--- src/cfgs_defs.vh ---
// Purpose: shared constants of the parallel configuration sequencer
// Assumes: 100 MHz system clock
// Notes:   times keep their own unit; cycle counts derive from them
`ifndef CFGS_DEFS_VH
`define CFGS_DEFS_VH

// ----------------------------------------------------------------
// clock and timer
// ----------------------------------------------------------------
`define CFGS_CLK_NS          10
`define CFGS_TMR_W           20
`define CFGS_BYTE_W          8

// ----------------------------------------------------------------
// documented times (least times, rounded up to whole cycles)
// ----------------------------------------------------------------
`define CFGS_POR_US          100
`define CFGS_STATUS_MIN_US   10
`define CFGS_CD2UM_MIN_US    55
`define CFGS_LOAD_STROBE_CLOCK_MAX_PER_PS 12500
`define CFGS_CU_PERIODS      4
`define CFGS_USR_PERIODS     8532
`define CFGS_IMAGE_BYTES     16

`define CFGS_US2CYC(us) (((us) * 1000 + `CFGS_CLK_NS - 1) / `CFGS_CLK_NS)
`define CFGS_POR_CYC        `CFGS_US2CYC(`CFGS_POR_US)
`define CFGS_STATUS_MIN_CYC `CFGS_US2CYC(`CFGS_STATUS_MIN_US)
`define CFGS_CD2UM_CYC      `CFGS_US2CYC(`CFGS_CD2UM_MIN_US)
`define CFGS_CU_CYC \
  ((`CFGS_CU_PERIODS * `CFGS_LOAD_STROBE_CLOCK_MAX_PER_PS + `CFGS_CLK_NS * 1000 - 1) / (`CFGS_CLK_NS * 1000))

`endif

--- src/cfgs_sequencer.v ---
// Purpose: device-side sequencer for byte-wide parallel configuration loading
// Assumes: host pins are asynchronous and pass two flops; 100 MHz clk
// Notes:   status and complete lines are open drain, oe low means pulling low
//
// Function
// - in user mode all three lines high; request low starts reconfiguration
// - status held low for whole power-on-reset delay after power-up
// - complete line low from power-up until configuration finishes
// - every status low pulse lasts at least 10 us
// - status released within 500 us after request returns high
// - release limit excludes external holding of the shared status line
// - internal oscillator: user mode no sooner than 55 us after complete
// - 55 us bound applies only with internal oscillator start-up
// - user init clock used no sooner than four max strobe periods after complete
// - user mode 8532 user init clock periods after that clock is enabled
// - data pins become user io per dual-purpose setting after configuration
// - on error drive status low and reset internally
// - request low pulls status and complete low, tristates all io
`timescale 1ns/1ns
`default_nettype none
`include "cfgs_defs.vh"

module cfgs_sequencer #(
  parameter POR_CYC     = `CFGS_POR_CYC,     // power-on-reset hold, cycles
  parameter CD2UM_CYC   = `CFGS_CD2UM_CYC,   // complete to user mode, cycles
  parameter USR_PERIODS = `CFGS_USR_PERIODS, // user init clock periods
  parameter IMAGE_BYTES = `CFGS_IMAGE_BYTES  // bytes in one image
) (
  input  wire       clk,               // system clock, 100 MHz
  input  wire       rstn,              // power-on reset, async, active low
  input  wire       config_request_n,  // host request pin, active low
  input  wire       load_strobe_clock, // host data strobe pin
  input  wire       user_init_clock,   // optional user init clock pin
  input  wire [7:0] data_in,           // data bus pins, input side
  output reg  [7:0] data_out,          // data bus pins, output side
  output reg        data_oe_n,         // data bus drive, low drives
  input  wire       status_in,         // status line level
  output wire       status_out,        // status line drive value
  output reg        status_oe_n,       // status line drive, low pulls low
  input  wire       complete_in,       // complete line level (unused read)
  output wire       complete_out,      // complete line drive value
  output reg        complete_oe_n,     // complete line drive, low pulls low
  input  wire       opt_user_init_clk, // start-up from user init clock
  input  wire       opt_auto_restart,  // release status after error
  input  wire       dual_purpose_io,   // data pins usable as user io
  input  wire       byte_error,        // image checker flags error
  input  wire [7:0] user_io_out,       // user logic drive value
  input  wire       user_io_oe,        // user logic drive request
  output reg  [7:0] cfg_byte,          // captured configuration byte
  output reg        cfg_byte_valid,    // one-cycle pulse per byte
  output reg        user_mode,         // device is in user mode
  output reg        io_tristate        // all user io tristated
);

  // ----------------------------------------------------------------
  // states and constants
  // ----------------------------------------------------------------
  localparam [3:0] ST_POR      = 4'h0;
  localparam [3:0] ST_RESET    = 4'h1;
  localparam [3:0] ST_RELEASE  = 4'h2;
  localparam [3:0] ST_LOAD     = 4'h3;
  localparam [3:0] ST_INIT_OSC = 4'h4;
  localparam [3:0] ST_INIT_CU  = 4'h5;
  localparam [3:0] ST_INIT_USR = 4'h6;
  localparam [3:0] ST_USER     = 4'h7;
  localparam [3:0] ST_ERROR    = 4'h8;
  localparam [3:0] ST_ERR_HOLD = 4'h9;

  localparam TW = `CFGS_TMR_W;
  // counts start as integers and are cut to the timer or byte counter width on purpose
  localparam integer  POR_I    = POR_CYC;
  localparam integer  STATUS_I = `CFGS_STATUS_MIN_CYC;
  localparam integer  CD2UM_I  = CD2UM_CYC;
  localparam integer  CU_I     = `CFGS_CU_CYC;
  localparam integer  USR_I    = USR_PERIODS;
  localparam integer  LAST_I   = IMAGE_BYTES - 1;
  localparam [TW-1:0] T_POR    = POR_I[TW-1:0];
  localparam [TW-1:0] T_STATUS = STATUS_I[TW-1:0];
  localparam [TW-1:0] T_CD2UM  = CD2UM_I[TW-1:0];
  localparam [TW-1:0] T_CU     = CU_I[TW-1:0];
  localparam [TW-1:0] T_USR    = USR_I[TW-1:0];
  localparam [15:0]   LAST_IDX = LAST_I[15:0];

  // ----------------------------------------------------------------
  // pin synchronisers
  // ----------------------------------------------------------------
  wire       req_n_s;
  wire       strobe_s;
  wire       uclk_s;
  wire       status_s;
  wire [7:0] data_s;

  cfgs_sync #(.W(12)) u_sync (
    .clk  (clk),
    .rstn (rstn),
    .d    ({config_request_n, load_strobe_clock, user_init_clock,
            status_in, data_in}),
    .q    ({req_n_s, strobe_s, uclk_s, status_s, data_s})
  );

  reg strobe_prev_q;
  reg uclk_prev_q;
  reg por_started_q;

  always @(posedge clk or negedge rstn) begin
    if (!rstn) begin
      strobe_prev_q <= 1'b0;
      uclk_prev_q   <= 1'b0;
    end else begin
      strobe_prev_q <= strobe_s;
      uclk_prev_q   <= uclk_s;
    end
  end

  wire strobe_rise = strobe_s & ~strobe_prev_q;
  wire uclk_rise   = uclk_s & ~uclk_prev_q;

  // ----------------------------------------------------------------
  // shared timer
  // ----------------------------------------------------------------
  reg  [3:0]    state_q;
  reg  [3:0]    state_d;
  reg           tmr_load;
  reg  [TW-1:0] tmr_value;
  reg           tmr_dec;
  wire          tmr_done;

  cfgs_timer #(.W(TW)) u_timer (
    .clk   (clk),
    .rstn  (rstn),
    .load  (tmr_load),
    .value (tmr_value),
    .dec   (tmr_dec),
    .done  (tmr_done)
  );

  // ----------------------------------------------------------------
  // byte counter
  // ----------------------------------------------------------------
  reg  [15:0] byte_cnt_q;
  wire        last_byte = (byte_cnt_q == LAST_IDX);

  // ----------------------------------------------------------------
  // next state
  // ----------------------------------------------------------------
  always @* begin
    state_d   = state_q;
    tmr_load  = 1'b0;
    tmr_value = {TW{1'b0}};
    tmr_dec   = 1'b1;
    case (state_q)
      ST_POR: begin
        if (!por_started_q) begin
          tmr_load  = 1'b1;
          tmr_value = T_POR;
        end else if (tmr_done) begin
          state_d = ST_RELEASE;
        end
      end
      ST_RESET: begin
        if (req_n_s && tmr_done) begin
          state_d = ST_RELEASE;
        end
      end
      ST_RELEASE: begin
        if (status_s) begin
          state_d = ST_LOAD;
        end
      end
      ST_LOAD: begin
        if (byte_error) begin
          state_d   = ST_ERROR;
          tmr_load  = 1'b1;
          tmr_value = T_STATUS;
        end else if (strobe_rise && last_byte) begin
          tmr_load = 1'b1;
          if (opt_user_init_clk) begin
            state_d   = ST_INIT_CU;
            tmr_value = T_CU;
          end else begin
            state_d   = ST_INIT_OSC;
            tmr_value = T_CD2UM;
          end
        end
      end
      ST_INIT_OSC: begin
        if (tmr_done) begin
          state_d = ST_USER;
        end
      end
      ST_INIT_CU: begin
        if (tmr_done) begin
          state_d   = ST_INIT_USR;
          tmr_load  = 1'b1;
          tmr_value = T_USR;
        end
      end
      ST_INIT_USR: begin
        tmr_dec = uclk_rise;
        if (tmr_done) begin
          state_d = ST_USER;
        end
      end
      ST_USER: begin
        state_d = ST_USER;
      end
      ST_ERROR: begin
        if (tmr_done) begin
          state_d = opt_auto_restart ? ST_RELEASE : ST_ERR_HOLD;
        end
      end
      ST_ERR_HOLD: begin
        state_d = ST_ERR_HOLD;
      end
      default: begin
        state_d = ST_POR;
      end
    endcase
    // request low restarts from any state except power-on and reset
    if (!req_n_s && state_q != ST_POR && state_q != ST_RESET) begin
      state_d   = ST_RESET;
      tmr_load  = 1'b1;
      tmr_value = T_STATUS;
    end
  end

  always @(posedge clk or negedge rstn) begin
    if (!rstn) begin
      state_q       <= ST_POR;
      por_started_q <= 1'b0;
    end else begin
      state_q       <= state_d;
      por_started_q <= 1'b1;
    end
  end

  // ----------------------------------------------------------------
  // byte capture
  // ----------------------------------------------------------------
  always @(posedge clk or negedge rstn) begin
    if (!rstn) begin
      byte_cnt_q     <= 16'h0000;
      cfg_byte       <= 8'h00;
      cfg_byte_valid <= 1'b0;
    end else begin
      cfg_byte_valid <= 1'b0;
      if (state_q != ST_LOAD) begin
        byte_cnt_q <= 16'h0000;
      end else if (strobe_rise && !byte_error && req_n_s) begin
        cfg_byte       <= data_s;
        cfg_byte_valid <= 1'b1;
        byte_cnt_q     <= byte_cnt_q + 16'h0001;
      end
    end
  end

  // ----------------------------------------------------------------
  // pin drive
  // ----------------------------------------------------------------
  // open drain: the value is always low, only the enable moves
  assign status_out   = 1'b0;
  assign complete_out = 1'b0;

  always @(posedge clk or negedge rstn) begin
    if (!rstn) begin
      status_oe_n   <= 1'b0;
      complete_oe_n <= 1'b0;
      user_mode     <= 1'b0;
      io_tristate   <= 1'b1;
      data_oe_n     <= 1'b1;
      data_out      <= 8'h00;
    end else begin
      // status low in reset, error and power-up
      status_oe_n <= ~(state_d == ST_POR || state_d == ST_RESET ||
                       state_d == ST_ERROR || state_d == ST_ERR_HOLD);
      complete_oe_n <= (state_d == ST_INIT_OSC || state_d == ST_INIT_CU ||
                        state_d == ST_INIT_USR || state_d == ST_USER);
      // both start-up paths end in user mode
      user_mode   <= (state_d == ST_USER);
      io_tristate <= (state_d != ST_USER);
      data_oe_n <= ~(state_d == ST_USER && dual_purpose_io && user_io_oe);
      data_out  <= user_io_out;
    end
  end

endmodule

`default_nettype wire

--- src/cfgs_sync.v ---
// Purpose: two-flop synchroniser for pin inputs
// Assumes: inputs are asynchronous to clk
// Notes:   only the second stage is visible outside
`timescale 1ns/1ns
`default_nettype none

module cfgs_sync #(
  parameter W = 1
) (
  input  wire         clk,   // system clock
  input  wire         rstn,  // async reset, active low
  input  wire [W-1:0] d,     // asynchronous input
  output reg  [W-1:0] q      // synchronised output
);

  reg [W-1:0] meta_q;

  always @(posedge clk or negedge rstn) begin
    if (!rstn) begin
      meta_q <= {W{1'b0}};
      q      <= {W{1'b0}};
    end else begin
      meta_q <= d;
      q      <= meta_q;
    end
  end

endmodule

`default_nettype wire

--- src/cfgs_timer.v ---
// Purpose: shared down counter for every timed wait of the sequencer
// Assumes: load has priority over decrement
// Notes:   done is high while the count is zero
`timescale 1ns/1ns
`default_nettype none

module cfgs_timer #(
  parameter W = 20
) (
  input  wire         clk,   // system clock
  input  wire         rstn,  // async reset, active low
  input  wire         load,  // load a new count
  input  wire [W-1:0] value, // count to load
  input  wire         dec,   // decrement enable
  output wire         done   // count has reached zero
);

  reg [W-1:0] cnt_q;

  always @(posedge clk or negedge rstn) begin
    if (!rstn) begin
      cnt_q <= {W{1'b0}};
    end else if (load) begin
      cnt_q <= value;
    end else if (dec && cnt_q != {W{1'b0}}) begin
      cnt_q <= cnt_q - {{(W-1){1'b0}}, 1'b1};
    end
  end

  assign done = (cnt_q == {W{1'b0}});

endmodule

`default_nettype wire

--- config.mk ---
export PLATFORM = sky130hd
export DESIGN_NAME = cfgs_sequencer
export DESIGN_NICKNAME = d
export VERILOG_FILES = /design/src/cfgs_sequencer.v /design/src/cfgs_sync.v /design/src/cfgs_timer.v
export VERILOG_INCLUDE_DIRS = /design/src
export SDC_FILE = /design/constraint.sdc
export NUM_CORES = 1
export LEC_CHECK = 0
export BUFFER_PORTS_ARGS = -buffer_cell sky130_fd_sc_hd__buf_4
export CORE_ASPECT_RATIO = 0.9
export CORE_MARGIN = 2
export CORE_UTILIZATION = 38
export DETAILED_ROUTE_END_ITERATION = 10
export PLACE_DENSITY_LB_ADDON = 0.2
export SLEW_MARGIN = 10
export SYNTH_ARGS = -nofsm -noshare
export SYNTH_HDL_FRONTEND = slang
export SYNTH_HIERARCHICAL = 1
export SYNTH_SLANG_ARGS = --single-unit
--- constraint.sdc ---
create_clock -name clk -period 7.3 [get_ports clk]
set_input_delay 1.46 -clock clk [delete_from_list [all_inputs] [get_ports clk]]
set_output_delay 1.46 -clock clk [all_outputs]
set_load 0.01 [all_outputs]
==> run_results.csv <==
group,metric,value,unit
status,outcome,"complete, no violations",
drt,drt_iter0_markers,191,
critical_path,critPathCaptureType,"register",
critical_path,cp_num_buf_inv,1,
logic_synthesis,synth.largest_area_cell,"dfrtp_1",
clocking,h-tree-depth,3,
global_route,grt_usage,16.4,%
logic_synthesis,synth_area_per_cell,10.5,sq um
sta,setup_tns,0,ns
critical_path,critical_path_class,"reg -> reg",
place,dpl.hpwl,5.95,mm
critical_path,cp_num_cells,10,
drt,ant_nets,0,
logic_synthesis,yosysTopAreaCellShare,52.4,%
sta,clock.fmax,234,MHz
global_route,grt_pass1_wl,15.0,mm
drt,vias_per_cell,5.43,
critical_path,cpMaxStageDelayCell,"nand2_1",
critical_path,timing.rr.end,"u_timer/cnt_q[17]",
logic_synthesis,synth_edf_count,0,
global_route,grt_pass1_vias,3108,
clocking,cts_buffers,9,
critical_path,start_kind,"register",
critical_path,crit_path_max_incr_delay,0.75,ns
critical_path,crit_required,7.53,ns
critical_path,cp.arrival,4.51,ns
logic_synthesis,synth.top_cells.by_area,"dfrtp_1 (52%), nor2_1 (3.3%), xor2_1 (2.7%)",
sta,fin_skew,0.00736,ns
logic_synthesis,synth-main-ff-cell,"dfrtp_1",
layout,multi_input_area,0.00181,sq mm
logic_synthesis,synth_async_sr_flop_share,100,%
clocking,cts_resized,0,
power_and_ir_drop,ir_drop,121,uV
logic_synthesis,yosys.area_share.simple,22.7,%
clocking,clkSlewWorstSetupHoldPaths,0.07,ns
floorplanning,rows,36,
layout,fin_nets,477,
clocking,holdBufCountCts,0,
logic_synthesis,syn_inst,395,
layout,seqCellArea,0.00223,sq mm
floorplanning,die_area,0.0118,sq mm
logic_synthesis,netlist_area,0.00416,sq mm
global_route,grt_overflow,0,
clocking,post_cts_buffers,0,
clocking,cts_tree,"built",
sta,worstMarginPinSlew,1.03,ns
critical_path,crit_path_frequent_cell,"or4_1",
clocking,ctsLongestPathBuffers,2,
global_route,grt_start_max_net_pins,47,
clocking,cts.sinks,89,
layout,area_growth,19.2,%
drt,drc,0,
power_and_ir_drop,power_density,215,mW/mm^2
sta,fin_crit_sh,58.5,%
critical_path,cp_max_fo,35,
drt,postRouteWirelength,8.78,mm
critical_path,critPathTopFamily,"simple AND/OR/NAND/NOR gates",
logic_synthesis,yosysMostFrequentCell,"dfrtp_1",
logic_synthesis,synth_mux_area_share,2.41,%
logic_synthesis,synth_fa_ha_area_share,0.903,%
sta,drv_slew,0,
global_route,antenna_found_initial,0,
clocking,clk-insertion-delay-late,0.35,ns
logic_synthesis,netlist_top_cells_count,"dfrtp_1 (87), nor2_1 (36), nand2_1 (27)",
sta,fin_crit,4.27,ns
critical_path,r2r-start,"u_timer/cnt_q[7]",
job,drv_cap,0,
floorplanning,start_util,38.6,%
logic_synthesis,synth_warnings,6,
logic_synthesis,synth_xor_area_share,3.37,%
layout,fillerInstances,1037,
sta,hold-worst-slack,0.343,ns
sta,finalSetupViolCount,0,
sta,hold_viol,0,
place,numPortBuffers,48,
critical_path,cp_cell_sequence,"or4_1, or4_1, nor3_2, nand4b_1, and3_1, nand2_1, buf_4, nor2b_1, o41a_1, a221o_1",
layout,layout-drive-gt1-share,20.6,%
critical_path,cp-startpoint,"u_timer/cnt_q[7]",
floorplanning,core,0.0108,sq mm
critical_path,r2r_slack,3.03,ns
critical_path,crit_path_end,"u_timer/cnt_q[17]",
logic_synthesis,synth-seq-cells,89,
drt,via_count,3173,
clocking,cts_root_buffer,"clkbuf_16",
drt,routedWlPerCell,15.0,um
layout,n_antenna_cell,0,
place,gp_congestion,0.781,
worst_hold_path,hp-class,"reg -> reg",
logic_synthesis,synth_compound_area_share,13.2,%
logic_synthesis,ys_types,68,
sta,slew_headroom,31.3,%
drt,firstDrtPassIters,4,
floorplanning,die_w,114,um
power_and_ir_drop,p_leak,2.20,nW
floorplanning,die_h,103,um
logic_synthesis,seq_area_frac_synth,53.6,%
sta,rsz0062_at_grt,"false",
critical_path,reg2reg_depth,10,
logic_synthesis,synth_top_family_by_area,"simple AND/OR/NAND/NOR gates",
floorplanning,ioPinCount,52,
-- logic make-up after synthesis --
family	after synthesis
AND/OR/NAND/NOR	167
flip-flops	89
AO/OA/AOI/OAI	73
buffers and inverters	36
XOR/XNOR	16
multiplexers	9
adder cells (fa/ha/maj)	3
other	2
-- through the flow --
step / utilization, % / cell area, sq um / setup WS, ns / cells / power [W]
after global placement: 43.2 / 4650 / 3.12 / 568 / 0.000608
after CTS: 46.0 / 4960 / 3.07 / 584 / 0.00108
after floorplan: - / 4190 / 3.73 / 404 / 0.000574
after detailed placement: 43.2 / 4650 / 3.08 / 568 / 0.000610
final: 46.0 / 4960 / 3.03 / 584 / 0.00107
after global routing: 46.0 / 4960 / 2.71 / 584 / 0.00112
-- power by group --
group / leakage (nW) / switching, W / total, W / internal (W)
clock network: 0.151 / 0.000221 / 0.000466 / 0.000245
registers: 1.10 / 0.0000167 / 0.000529 / 0.000513
logic: 0.948 / 0.0000393 / 0.0000710 / 0.0000317
total: 2.20 / 0.000277 / 0.00107 / 0.000790
-- final cells by class --
cell class              instances  area share, %
inverters                      15           1.14
flip-flops and latches         89           45.0
repair buffers                 52           7.88
multi-input cells             279           36.5
well taps                     133           3.36
clock buffers                   9           4.54
clock inverters                 7           1.59
-- worst min path at each step --
stage / slack [ns] / start / end / cells after the start
3_5_place_dp: 0.34 / u_sync/meta_q[2] / u_sync/q[2] / 0
3_3_place_gp: 0.33 / u_sync/meta_q[10] / u_sync/q[10] / 0
2_1_floorplan: 0.33 / u_sync/meta_q[0] / u_sync/q[0] / 0
6_report: 0.34 / u_sync/meta_q[2] / u_sync/q[2] / 0
5_1_grt: 0.35 / u_sync/meta_q[2] / u_sync/q[2] / 0
4_1_cts: 0.35 / u_sync/meta_q[2] / u_sync/q[2] / 0
-- cells in the final DEF, fill, tap and decap left out, types with 9 or more instances in the layout --
cell	netlist	final
a21oi_1	9	9
and3_1	10	10
buf_4	2	52
clkbuf_16	0	9
conb_1	2	11
dfrtp_1	87	87
inv_1	15	15
nand2_1	27	27
nand3_1	17	17
nor2_1	36	36
nor2b_1	11	11
nor4_1	11	11
xor2_1	13	13
-- layer usage --
layer	vias to the layer above	wire, um	share of wire [%]	GRT usage (%)
met5	-	0	0	0
met4	0	105	1.2	6.38
met3	9	327	3.7	4.02
met2	68	4030	46	25.6
met1	1563	4310	49	22.3
li1	1533	-	-	-
-- sequential cells by signal (all words and copies together) (netlist names) --
signal,flops
uclk_prev_q,1
cfg_byte,8
io_tristate,1
data_out,8
u_sync/meta_q,12
user_mode,1
por_started_q,1
strobe_prev_q,1
u_sync/q,12
byte_cnt_q,16
complete_oe_n,1
status_oe_n,1
cfg_byte_valid,1
data_oe_n,1
state_q,4
u_timer/cnt_q,20
No activity file was read; power rests on OpenSTA's default activity.
